===== src/shared/sem_pkg.sv =====
// Purpose: constants shared by the safety error monitor and its checksum
// Assumes: word-wide AHB-Lite access, one register per aligned word
// Notes:   register offsets are indices; byte address is four times each
`default_nettype none

package sem_pkg;

  // ---------------------------------------------------------------
  // register indices
  // ---------------------------------------------------------------
  localparam logic [9:0] IDX_POWER_ENABLE    = 10'h042;
  localparam logic [9:0] IDX_ERR_CLEAR       = 10'h080;
  localparam logic [9:0] IDX_ERR_MASK        = 10'h081;
  localparam logic [9:0] IDX_ERR_SUMMARY     = 10'h082;
  localparam logic [9:0] IDX_ERR_CODE        = 10'h083;
  localparam logic [9:0] IDX_CHK_VALUE_LOW   = 10'h084;
  localparam logic [9:0] IDX_CHK_VALUE_HIGH  = 10'h085;
  localparam logic [9:0] IDX_MAP_CONTROL     = 10'h086;
  localparam logic [9:0] IDX_MAP_FINISHED    = 10'h087;
  localparam logic [9:0] IDX_MAP_RESULT_LOW  = 10'h088;
  localparam logic [9:0] IDX_MAP_RESULT_HIGH = 10'h089;

  // ---------------------------------------------------------------
  // field positions
  // ---------------------------------------------------------------
  localparam int ERR_N             = 6;
  localparam int BIT_CLK_LOSS      = 5;
  localparam int BIT_NEG_BIAS      = 4;
  localparam int BIT_POS_BIAS      = 3;
  localparam int BIT_REFERENCE     = 2;
  localparam int BIT_HEAT          = 1;
  localparam int BIT_CHECKSUM      = 0;
  localparam int BIT_CLEAR         = 0;
  localparam int BIT_SUMMARY       = 0;
  localparam int BIT_MAP_DISABLE   = 0;
  localparam int BIT_MAP_FINISHED  = 0;
  localparam int BIT_CLK_LOSS_EN   = 9;

  // ---------------------------------------------------------------
  // reset values
  // ---------------------------------------------------------------
  localparam logic [15:0] CLEAR_RST    = 16'h0000;
  localparam logic [15:0] MASK_RST     = 16'h0000;
  localparam logic [15:0] MAP_CTL_RST  = 16'h0000;
  localparam logic [15:0] CHK_RST      = 16'h0000;
  localparam logic        CLK_LOSS_EN_RST = 1'b1;

  // ---------------------------------------------------------------
  // checksum engine
  // ---------------------------------------------------------------
  localparam int          MAP_BITS  = 64;
  localparam logic [15:0] CRC_POLY  = 16'h1021;
  localparam logic [15:0] CRC_SEED  = 16'hFFFF;
  localparam logic [6:0]  MAP_LAST  = 7'h3F;

  typedef enum logic {CRC_IDLE, CRC_SHIFT} sem_crc_state_t;

endpackage

`default_nettype wire


===== src/logic/sem_crc_engine.sv =====
// Purpose: serial checksum over a snapshot of the writable register map
// Assumes: start is honoured only while idle
// Notes:   one map bit per clock, so a pass takes MAP_BITS cycles
`default_nettype none

module sem_crc_engine
  import sem_pkg::*;
(
  input  wire logic                ref_clk,
  input  wire logic                rst_n,
  input  wire logic                start,
  input  wire logic [MAP_BITS-1:0] mapWord,
  output logic                     busy,
  output logic                     doneStrobe,
  output logic [15:0]              crcOut
);

  sem_crc_state_t        state_r;
  logic [MAP_BITS-1:0]   shift_r;
  logic [6:0]            count_r;
  logic [15:0]           crc_r;
  logic                  done_r;
  wire logic             feedBit;
  wire logic [15:0]      crc_nxt;

  assign feedBit    = crc_r[15] ^ shift_r[MAP_BITS-1];
  assign crc_nxt    = {crc_r[14:0], 1'b0} ^ (feedBit ? CRC_POLY : 16'h0000);
  assign busy       = (state_r == CRC_SHIFT);
  assign doneStrobe = done_r;
  assign crcOut     = crc_r;

  always_ff @(posedge ref_clk or negedge rst_n) begin
    if (!rst_n) begin
      state_r <= CRC_IDLE;
      shift_r <= '0;
      count_r <= 7'h00;
      crc_r   <= 16'h0000;
      done_r  <= 1'b0;
    end else begin
      done_r <= 1'b0;
      case (state_r)
        CRC_IDLE: begin
          if (start) begin
            shift_r <= mapWord;
            crc_r   <= CRC_SEED;
            count_r <= 7'h00;
            state_r <= CRC_SHIFT;
          end
        end
        CRC_SHIFT: begin
          crc_r   <= crc_nxt;
          shift_r <= {shift_r[MAP_BITS-2:0], 1'b0};
          count_r <= count_r + 7'h01;
          if (count_r == MAP_LAST) begin
            done_r  <= 1'b1;
            state_r <= CRC_IDLE;
          end
        end
        default: state_r <= CRC_IDLE;
      endcase
    end
  end

endmodule

`default_nettype wire


===== src/logic/sem_monitor.sv =====
// Purpose: safety error monitor with register map checksum, AHB-Lite slave
// Assumes: detector inputs are asynchronous levels; one word per register
// Notes:   reads take one wait state, writes none; response always OKAY
//
// Operation
// - clear bit at 1 suppresses every safety error report.
// - clear bit 0 after reset; errors report normally; bits 15:1 reserved.
// - mask register bits 5..2 mask clock loss, biases, reference.
// - mask bit 1 heat, bit 0 checksum; all masks reset to 0.
// - summary flag reads 1 while any unmasked error present; resets 0.
// - error code register shows one bit per error source.
// - checksum value low byte read-only at 0x084, reset zero.
// - checksum value high byte read-only at 0x085, reset zero.
// - map checksum control bit: 0 runs calculation, 1 stops it.
// - finished bit reads 1 once map checksum completed, else 0.
// - map checksum result low byte read-only at 0x088.
// - map checksum result high byte read-only at 0x089.
// - clock loss detection counts only while power enable bit 9 is 1.
//
// Register access over AHB-Lite was chosen for this implementation.
`default_nettype none

module sem_monitor
  import sem_pkg::*;
(
  input  wire logic        ref_clk,
  input  wire logic        rst_n,
  // AHB-Lite slave
  input  wire logic        hsel,
  input  wire logic [31:0] haddr,
  input  wire logic [1:0]  htrans,
  input  wire logic        hwrite,
  input  wire logic [2:0]  hsize,
  input  wire logic [31:0] hwdata,
  input  wire logic        hready,
  output logic             hreadyout,
  output logic             hresp,
  output logic [31:0]      hrdata,
  // analog detector levels, asynchronous
  input  wire logic        clockLossDet,
  input  wire logic        negativeBiasDet,
  input  wire logic        positiveBiasDet,
  input  wire logic        referenceDet,
  input  wire logic        heatDet,
  // summary for the rest of the device
  output logic             safetyErrorSummary
);

  // ---------------------------------------------------------------
  // declarations
  // ---------------------------------------------------------------
  logic [ERR_N-1:1]      syncA_r;
  logic [ERR_N-1:1]      syncB_r;
  wire logic [ERR_N-1:1] detRaw;

  logic                  clear_r;
  logic [ERR_N-1:0]      mask_r;
  logic                  mapDisable_r;
  logic                  clkLossEn_r;

  logic [ERR_N-1:0]      code_r;
  logic [ERR_N-1:0]      code_nxt;
  logic                  summary_r;
  logic                  summary_nxt;
  wire logic [ERR_N-1:0] errEvent;

  logic [15:0]           chkValue_r;
  logic                  refValid_r;
  logic                  mapFinished_r;
  logic [15:0]           mapResult_r;
  logic                  dirty_r;
  logic                  dirtyRun_r;
  logic                  mismatch_r;

  wire logic             engBusy;
  wire logic             engDone;
  wire logic [15:0]      engCrc;
  wire logic             engStart;
  wire logic [MAP_BITS-1:0] mapWord;

  logic                  wrPend_r;
  logic [9:0]            wrIdx_r;
  logic                  rdPend_r;
  logic [9:0]            rdIdx_r;
  logic                  rdBad_r;
  logic [31:0]           hrdata_r;

  wire logic             accept;
  wire logic [9:0]       reqIdx;
  wire logic             reqBad;
  wire logic             wrClear;
  wire logic             wrMask;
  wire logic             wrMapCtl;
  wire logic             wrPower;
  wire logic             mapWrite;
  wire logic [15:0]      rdWord;

  // ---------------------------------------------------------------
  // detector synchronisers
  // ---------------------------------------------------------------
  assign detRaw = {clockLossDet, negativeBiasDet, positiveBiasDet,
                   referenceDet, heatDet};

  genvar g;
  generate
    for (g = 1; g < ERR_N; g++) begin : gSync
      always_ff @(posedge ref_clk or negedge rst_n) begin
        if (!rst_n) begin
          syncA_r[g] <= 1'b0;
          syncB_r[g] <= 1'b0;
        end else begin
          syncA_r[g] <= detRaw[g];
          syncB_r[g] <= syncA_r[g];
        end
      end
    end
  endgenerate

  // ---------------------------------------------------------------
  // error events
  // ---------------------------------------------------------------
  // clock loss only counts while its detector is powered
  assign errEvent[BIT_CLK_LOSS] =
    syncB_r[BIT_CLK_LOSS] & clkLossEn_r;
  assign errEvent[BIT_NEG_BIAS]  = syncB_r[BIT_NEG_BIAS];
  assign errEvent[BIT_POS_BIAS]  = syncB_r[BIT_POS_BIAS];
  assign errEvent[BIT_REFERENCE] = syncB_r[BIT_REFERENCE];
  assign errEvent[BIT_HEAT]      = syncB_r[BIT_HEAT];
  assign errEvent[BIT_CHECKSUM]  = mismatch_r;

  // ---------------------------------------------------------------
  // error code and summary
  // ---------------------------------------------------------------
  // the clear bit wins over a new event: nothing reports while it is held
  always_comb begin
    if (clear_r) begin
      code_nxt    = '0;
      summary_nxt = 1'b0;
    end else begin
      code_nxt    = code_r | errEvent;
      summary_nxt = |(code_nxt & ~mask_r);
    end
  end

  always_ff @(posedge ref_clk or negedge rst_n) begin
    if (!rst_n) begin
      code_r    <= '0;
      summary_r <= 1'b0;
    end else begin
      code_r    <= code_nxt;
      summary_r <= summary_nxt;
    end
  end

  assign safetyErrorSummary = summary_r;

  // ---------------------------------------------------------------
  // bus address phase
  // ---------------------------------------------------------------
  assign accept = hsel & htrans[1] & hready;
  assign reqIdx = haddr[11:2];
  assign reqBad = (haddr[31:12] != 20'h0_0000) | (haddr[1:0] != 2'b00);

  assign hreadyout = ~rdPend_r;
  assign hresp     = 1'b0;
  assign hrdata    = hrdata_r;

  always_ff @(posedge ref_clk or negedge rst_n) begin
    if (!rst_n) begin
      wrPend_r <= 1'b0;
      wrIdx_r  <= 10'h000;
      rdPend_r <= 1'b0;
      rdIdx_r  <= 10'h000;
      rdBad_r  <= 1'b0;
    end else begin
      wrPend_r <= accept & hwrite & ~reqBad;
      rdPend_r <= accept & ~hwrite;
      if (accept) begin
        wrIdx_r <= reqIdx;
        rdIdx_r <= reqIdx;
        rdBad_r <= reqBad;
      end
    end
  end

  // ---------------------------------------------------------------
  // register writes
  // ---------------------------------------------------------------
  assign wrClear  = wrPend_r & (wrIdx_r == IDX_ERR_CLEAR);
  assign wrMask   = wrPend_r & (wrIdx_r == IDX_ERR_MASK);
  assign wrMapCtl = wrPend_r & (wrIdx_r == IDX_MAP_CONTROL);
  assign wrPower  = wrPend_r & (wrIdx_r == IDX_POWER_ENABLE);
  assign mapWrite = wrClear | wrMask | wrMapCtl | wrPower;

  always_ff @(posedge ref_clk or negedge rst_n) begin
    if (!rst_n) begin
      clear_r      <= CLEAR_RST[BIT_CLEAR];
      mask_r       <= MASK_RST[ERR_N-1:0];
      mapDisable_r <= MAP_CTL_RST[BIT_MAP_DISABLE];
      clkLossEn_r  <= CLK_LOSS_EN_RST;
    end else begin
      if (wrClear) begin
        clear_r <= hwdata[BIT_CLEAR];
      end
      if (wrMask) begin
        mask_r <= hwdata[ERR_N-1:0];
      end
      if (wrMapCtl) begin
        mapDisable_r <= hwdata[BIT_MAP_DISABLE];
      end
      if (wrPower) begin
        clkLossEn_r <= hwdata[BIT_CLK_LOSS_EN];
      end
    end
  end

  // ---------------------------------------------------------------
  // register map checksum
  // ---------------------------------------------------------------
  // snapshot of every software-written bit; a flip here is an upset
  assign mapWord = {47'h0000_0000_0000, clkLossEn_r, mapDisable_r,
                    mask_r, 2'b00, clear_r, 6'h00};

  // runs back to back while enabled, low bit 0 meaning enabled
  assign engStart = ~mapDisable_r & ~engBusy & ~engDone;

  sem_crc_engine uEngine (
    .ref_clk    (ref_clk),
    .rst_n      (rst_n),
    .start      (engStart),
    .mapWord    (mapWord),
    .busy       (engBusy),
    .doneStrobe (engDone),
    .crcOut     (engCrc)
  );

  // a write during a pass makes that pass stale: it becomes the new
  // reference instead of being compared
  always_ff @(posedge ref_clk or negedge rst_n) begin
    if (!rst_n) begin
      chkValue_r    <= CHK_RST;
      refValid_r    <= 1'b0;
      mapFinished_r <= 1'b0;
      mapResult_r   <= CHK_RST;
      dirty_r       <= 1'b0;
      dirtyRun_r    <= 1'b0;
      mismatch_r    <= 1'b0;
    end else begin
      mismatch_r <= 1'b0;
      if (engStart) begin
        dirtyRun_r <= dirty_r;
        dirty_r    <= mapWrite;
      end else if (mapWrite) begin
        dirty_r <= 1'b1;
      end
      if (mapWrite | mapDisable_r) begin
        mapFinished_r <= 1'b0;
      end else if (engDone & ~dirty_r) begin
        mapFinished_r <= 1'b1;
      end
      if (engDone) begin
        mapResult_r <= engCrc;
        if (~refValid_r | dirtyRun_r | dirty_r) begin
          chkValue_r <= engCrc;
          refValid_r <= 1'b1;
        end else if (engCrc != chkValue_r) begin
          mismatch_r <= 1'b1;
        end
      end
    end
  end

  // ---------------------------------------------------------------
  // read mux
  // ---------------------------------------------------------------
  assign rdWord =
    rdBad_r                            ? 16'h0000 :
    (rdIdx_r == IDX_ERR_CLEAR)         ? {15'h0000, clear_r} :
    (rdIdx_r == IDX_ERR_MASK)          ? {10'h000, mask_r} :
    (rdIdx_r == IDX_ERR_SUMMARY)       ? {15'h0000, summary_r} :
    (rdIdx_r == IDX_ERR_CODE)          ? {10'h000, code_r} :
    (rdIdx_r == IDX_CHK_VALUE_LOW)     ? {8'h00, chkValue_r[7:0]} :
    (rdIdx_r == IDX_CHK_VALUE_HIGH)    ? {8'h00, chkValue_r[15:8]} :
    (rdIdx_r == IDX_MAP_CONTROL)       ? {15'h0000, mapDisable_r} :
    (rdIdx_r == IDX_MAP_FINISHED)      ? {15'h0000, mapFinished_r} :
    (rdIdx_r == IDX_MAP_RESULT_LOW)    ? {8'h00, mapResult_r[7:0]} :
    (rdIdx_r == IDX_MAP_RESULT_HIGH)   ? {8'h00, mapResult_r[15:8]} :
    (rdIdx_r == IDX_POWER_ENABLE)      ? {6'h00, clkLossEn_r, 9'h000} :
                                         16'h0000;

  // one wait state lets a write just before this read land first
  always_ff @(posedge ref_clk or negedge rst_n) begin
    if (!rst_n) begin
      hrdata_r <= 32'h0000_0000;
    end else if (rdPend_r) begin
      hrdata_r <= {16'h0000, rdWord};
    end
  end

endmodule

`default_nettype wire


===== config.mk =====
export PLATFORM = sky130hd
export DESIGN_NAME = sem_monitor
export DESIGN_NICKNAME = d
export VERILOG_FILES = /design/src/shared/sem_pkg.sv /design/src/logic/sem_crc_engine.sv /design/src/logic/sem_monitor.sv
export SDC_FILE = /design/constraint.sdc
export NUM_CORES = 1
export LEC_CHECK = 0
export BUFFER_PORTS_ARGS = -buffer_cell sky130_fd_sc_hd__buf_2
export CORE_ASPECT_RATIO = 2
export CORE_UTILIZATION = 40
export CTS_CLUSTER_DIAMETER = 30
export DETAILED_ROUTE_END_ITERATION = 6
export SETUP_SLACK_MARGIN = 0.5
export SLEW_MARGIN = 20
export SYNTH_ARGS = -nofsm -noshare
export SYNTH_HDL_FRONTEND = slang
export SYNTH_SLANG_ARGS = --single-unit

===== constraint.sdc =====
create_clock -name ref_clk -period 5.9 [get_ports ref_clk]
set_clock_uncertainty 0.05 [all_clocks]
set_input_delay 0.295 -clock ref_clk [delete_from_list [all_inputs] [get_ports ref_clk]]
set_output_delay 0.295 -clock ref_clk [all_outputs]
set_load 0.005 [all_outputs]

* Yosys cells after proc, flatten, opt, wreduce, memory -nomap -nowiden
Index checks and enable logic that the tools add are counted.
** Word-level totals
- Output and inout bits :: 35
- Input port bits :: 79
- Memory bits (read-only) :: 0
- Word-level logic and storage cells :: 120
- Latch bits :: 0
- RAM bits :: 0
- Memories :: 0
- Register bits :: 181
** Operators by class
- Equal/unequal tests :: 14
- Add/sub/neg operators :: 1
- Order comparisons :: 0
- Shift operators :: 0
- Multipliers :: 0
- Bitwise gates (word level) :: 33
- Reductions and logical operators :: 6
- Div/mod/pow operators :: 0
- Muxes and demuxes :: 33
** Operators with widths (count)
- one-hot mux 64 bit (2 select lines) :: 1
- 2-to-1 mux 10 bit :: 12
- == test 10 x 8 -> 1 bit, second input constant :: 10
- 2-to-1 mux 64 bit :: 1
- one-hot mux 16 bit (2 select lines) :: 1
- nonzero test 20 bit :: 1
- 2-to-1 mux 16 bit :: 1
- inequality test 16 bit :: 1
- bitwise XOR 16 bit :: 1
- one-hot mux 7 bit (2 select lines) :: 1
- AND 1 bit :: 13
- 2-to-1 mux 13 bit :: 1
- 2-to-1 mux 1 bit :: 12
- == test 10 x 7 -> 1 bit, second input constant :: 1
- NOT 1 bit :: 8
- adder 7 x 1 -> 7 bit, second input constant :: 1
- == test 7 x 6 -> 1 bit, second input constant :: 1
- 2-to-1 mux 7 bit :: 1
- bitwise OR 1 bit :: 7
- AND 6 bit :: 1
- 2-to-1 mux 6 bit :: 1
- NOT 6 bit :: 1
- bitwise OR 6 bit :: 1
- nonzero test 2 bit :: 3
- 5 further kinds :: 5

* Longest topological paths before layout
- Depth after elaboration :: 13
- Gate-level depth with buffers :: 6
- Depth with buffers taken out :: 4

* Hierarchy
A second synthesis with hierarchy kept.
** Second synthesis, totals
- Cells, all modules :: 730
- Area, all modules :: 8222.9 sq um
** Modules (own cells, without submodules)
- sem_monitor :: cells each 345, sequential area each 2128.3 sq um, times used 1, area each 4142.7 sq um
- sem_crc_engine :: cells each 385, sequential area each 2227.1 sq um, times used 1, area each 4080.2 sq um

* Least setup slack after synthesis
No wires, ideal clock.
- Kind :: flip-flop to flip-flop
- Start point :: register rdIdx_r[9] (netlist name)
- End point :: register mask_r[0]
- Arrival :: 2074 ps
- Data required time :: 5725 ps
- Clock period less this slack :: 2249 ps
- Setup slack :: 3651 ps
- Path buffers :: 2
- Stages on the path, launching flop included :: 7
- Setup time :: 125 ps
- Path through :: dfrtp_1 > or4_4 > buf_6 > nor3_1 > and4b_1 > buf_2 > mux2_2
** RTL lines
- to (signal assigned) :: RTL line sem_monitor.sv:198 : mask_r <= MASK_RST[ERR_N-1:0];
- to (signal assigned) :: RTL line sem_monitor.sv:206 : mask_r <= hwdata[ERR_N-1:0];
- to (decl) :: RTL line sem_monitor.sv:57 : logic [ERR_N-1:0] mask_r;

* Worst setup path after layout
- Start point :: register uEngine.state_r (netlist: uEngine.busy)
- End point :: register uEngine.shift_r[13]
** Between the ends
- Longest elaborated chain between the ends :: 4
- Elaborated cells between the ends (all ways) :: 5
- Those cells by class :: 1 x eq/ne; 1 x mux; 3 x bitwise
** RTL lines
- from (decl) :: RTL line sem_crc_engine.sv:18 : sem_crc_state_t state_r;
- from (signal assigned) :: RTL line sem_crc_engine.sv:34 : state_r <= CRC_IDLE;
- from (signal assigned) :: RTL line sem_crc_engine.sv:47 : state_r <= CRC_SHIFT;
- from (signal assigned) :: RTL line sem_crc_engine.sv:56 : state_r <= CRC_IDLE;
- NOT 1 bit :: RTL line sem_crc_engine.sv:41, sem_monitor.sv:225
- AND 1 bit (2 in a row) :: RTL line sem_monitor.sv:225 : assign engStart = ~mapDisable_r & ~engBusy & ~engDone;
- inequality test 2 bit (no line)
- to (signal assigned) :: RTL line sem_crc_engine.sv:44 : shift_r <= mapWord;
- to (signal assigned) :: RTL line sem_crc_engine.sv:52 : shift_r <= {shift_r[MAP_BITS-2:0], 1'b0};
- to (decl) :: RTL line sem_crc_engine.sv:19 : logic [MAP_BITS-1:0] shift_r;
Parallel ways exist; a longest one is shown, timed or not.
A chain may end at the register's enable or synchronous reset.

==> summary.txt <==
Final layout
  • Final std cell area, no fill: between 0.008 and 0.009 mm2
  • Area added between synthesis and finish: 15.0%
  • Number of nets at the end of the flow: roughly 840
  • Fill cells: between 1.5k and 2k
  • Fraction of layout cells with a size suffix above 1: around a fifth
  • Diode insertion count for antenna repair: 0
  • End-of-flow core utilization: a little under half

Worst hold path
  • Worst Hold Launch: hwdata[2]
  • Kind of path behind the tightest hold check: input port to register

Placement
  • GPL Wtd Cong: 0.806
  • Detailed Place HPWL: 10800 um
  • IO buf count: 60
  • Area of placed instances: between 0.007 and 0.008 mm2

Floorplan
  • Top-level port count: around 110
  • Die height: about 190 um
  • Effective utilization at floorplan: approximately 41%
  • Area of the core: ~0.018 mm2
  • Die W: 98.4 um
  • Row cnt: 70
  • Die area: 0.0192 mm2

Timing
  • RSZ-0062 raised after global routing: no
  • F_max: 358 MHz
  • Worst-margin pin slew: approximately 900 ps
  • Slew HR: around two fifths
  • Setup-violating endpoint count in the final report: 0
  • Tmin final: between 2000 and 3000 ps
  • Fin Setup TNS: 0 ps
  • Number of hold violations in the final report: 0
  • Max-slew violations: 0
  • Final clock period utilization by the worst path: a little under half

Yosys
  • Post-Syn Area per Cell: 10.5 um2
  • Count of distinct cell types in the synthesized netlist: 61
  • Top-area cell type share of the netlist area: a little under three fifths
  • Most used standard cell by instance count after synthesis: sky130_fd_sc_hd__dfrtp_1
  • Number of enable flip-flop cells after synthesis: 0
  • Cell area after synthesis: 0.00743 mm2
  • Total number of yosys warnings: 0
  • Count of mapped cells out of synthesis: 710
  • Top area cells in the synthesized netlist: sky130_fd_sc_hd__dfrtp_1 56%, sky130_fd_sc_hd__mux2_2 7.6%, sky130_fd_sc_hd__nand2_1 7.0%
  • Most numerous cell types in the synthesized netlist: 167 x sky130_fd_sc_hd__dfrtp_1, 138 x sky130_fd_sc_hd__nand2_1, 70 x sky130_fd_sc_hd__o21ai_0
  • Dominant synthesized flop cell: sky130_fd_sc_hd__dfrtp_1
  • Library cell occupying the most area in the post-synthesis netlist: sky130_fd_sc_hd__dfrtp_1
  • Register bit count reported by yosys: approximately 170
  • Portion of the post-synthesis area used by sequential elements: 56.6%
  • Async set-reset flop share out of synthesis: 100%

Route
  • Post-route DRC violation count: 1
  • Remaining number of nets flagged by the antenna check after routing: 0
  • Detailed-routing iteration count for the pre-antenna-repair pass: 7
  • Vias per cell: 5.32
  • Number of DRC markers in iteration 0: between 300 and 400
  • Average routed wire per standard cell: approximately 16 um
  • Vias after detailed routing: 5261
  • Aggregate routed wire length: 16100 um

Setup path
  • Nature of the critical path startpoint: register
  • Worst-case register-to-register setup slack: 3110 ps
  • Critical-path maximum fanout: around 100
  • Crit path DAT: roughly 3100 ps
  • First element of the critical path: uEngine.busy$_DFF_PN0_
  • Nature of the critical path endpoint: register
  • Required time reported for the critical path endpoint: about 6200 ps
  • Type of the worst setup path: register to register
  • Launch instance of the worst register-to-register path: uEngine.busy$_DFF_PN0_

Pwr
  • Power density over the cells: between 400 and 500 mW/mm2
  • Leakage power of the design: 3.98 nW
  • Worst supply voltage drop on vdd: 278 uV

Global routing
  • Global-route wire length before repair: around 27000 um
  • Vias in the first global route: 5333
  • GRT Util Overall: 17.9%
  • Pin count of the biggest net entering global routing: 105
  • Total grt overflow: 0
  • Number of antenna violations at the first check in global routing: 0

CTS
  • Num Clock Sinks: between 150 and 200
  • Clock-pin slew of the registers on the worst-case setup and hold paths: approximately 60 ps
  • Setup repair bufs after CTS: 0
  • Master cell of the clock root buffer: sky130_fd_sc_hd__clkbuf_16
  • Clock network latency to the later pin of the worst-skew pair: between 400 and 500 ps
  • Buffer depth of the longest clock path: 2
  • Clock tree from TritonCTS: built
  • Number of buffers added by the clock tree synthesis step: 17
  • Number of levels the H-tree was split into: 4

Run status
  • Status: complete, but fails checks
  • Failing checks: design-rule violations

Run
  • Max_cap viols: 0
==> metrics by stage <==
stage	hold WS, ps	total power [mW]	cells	worst slack, ps
after floorplan	-50.6	2.02	733	3650
after global placement	284	2.17	951	3180
after detailed placement	295	2.21	951	3120
after CTS	23.7	3.48	989	3100
after global routing	35.2	3.65	989	2760
final	38.0	3.45	989	3110
==> final timing paths <==
check | depth (start not counted) | endpoint
setup / recovery | 5 | uEngine.shift_r[13]$_DFFE_PN0P_
hold / removal | 2 | mask_r[2]$_DFFE_PN0P_
setup reg to reg | 5 | uEngine.shift_r[13]$_DFFE_PN0P_
hold reg to reg | 0 | errEvent[1]$_DFF_PN0_
max in group asynchronous | 3 | uEngine.shift_r[31]$_DFFE_PN0P_
min in group asynchronous | 2 | rdBad_r$_DFFE_PN0P_
==> power breakdown <==
| group | switching (mW) | total [mW] | internal (mW) |
|---|---|---|---|
| clock | 0.453 | 1.26 | 0.803 |
| sequential | 0.248 | 1.65 | 1.41 |
| combinational | 0.284 | 0.537 | 0.253 |
| total | 0.984 | 3.45 | 2.46 |
==> metal layers <==
layer / part of all wire (%) / vias to the layer above / GRT usage [%]
met5: 0 / - / 0
met4: 3.4 / 0 / 9.84
met3: 2.6 / 33 / 2.77
met2: 53 / 115 / 31.2
met1: 41 / 2601 / 20.9
li1: - / 2512 / -
==> cells by family (layout without fill, tap and decap cells) <==
group / after synthesis / count (layout) / share of synthesized area, %
simple gates: 256 / 256 / 15.9
flops: 168 / 168 / 56.6
fa+ha+maj: 1 / 1 / 0.168
buf+inv: 71 / 111 / 4.93
other cells: 1 / 24 / 0.0505
xor+xnor: 21 / 21 / 2.48
compound gates: 127 / 127 / 10.2
mux: 65 / 65 / 9.65
==> layout make-up <==
cell class                 instances  area (um2)  share of cell area (%)
sequential                       168        4210                    49.3
multi-input combinational        494        2950                    34.5
timing repair buffer              74         429                    5.02
clock inverter                    12         223                    2.61
inverter                           6        22.5                   0.264
clock buffer                      19         443                    5.18
tap                              216         270                    3.16
==> registers in the layout, summed over array words and instances, names as in the netlist, 4 cells and up <==
register / count
mask_r: 6
syncA_r: 5
mapResult_r: 16
code_r: 6
errEvent: 4
uEngine.shift_r: 58
uEngine.crcOut: 16
rdIdx_r: 10
uEngine.count_r: 7
chkValue_r: 16
hrdata: 9
==> layout by cell type (no fill, tap or decap), drive strengths merged, types with 4 or more instances in the layout <==
cell,instances
dfrtp,167
nand2,138
o21ai,71
buf,67
mux2,53
nor2,41
conb,24
xnor2,19
clkbuf,19
nand3,12
a21oi,12
mux2i,12
nor3,10
o22ai,9
nor4,8
nand4,7
dlygate4sd3,7
and3b,6
a22oi,6
bufinv,6
inv,6
nand2b,5
o31ai,5
nor2b,4
a21o,4
or4,4
clkinv,4
==> critical path, cell delays in order (launching register included) <==
cell	delay, ps
sky130_fd_sc_hd__dfrtp_4	610
sky130_fd_sc_hd__buf_4	700
sky130_fd_sc_hd__clkinv_1	730
sky130_fd_sc_hd__nand2_1	430
sky130_fd_sc_hd__nor2_1	80
sky130_fd_sc_hd__nor2_1	90
==> timing repair <==
action,in CTS,in global routing
setup endpoints to repair,0,0
hold endpoints to repair,103,0
hold buffers,7,0
gates resized for setup,0,0
Power figures use the tool's default switching activity.
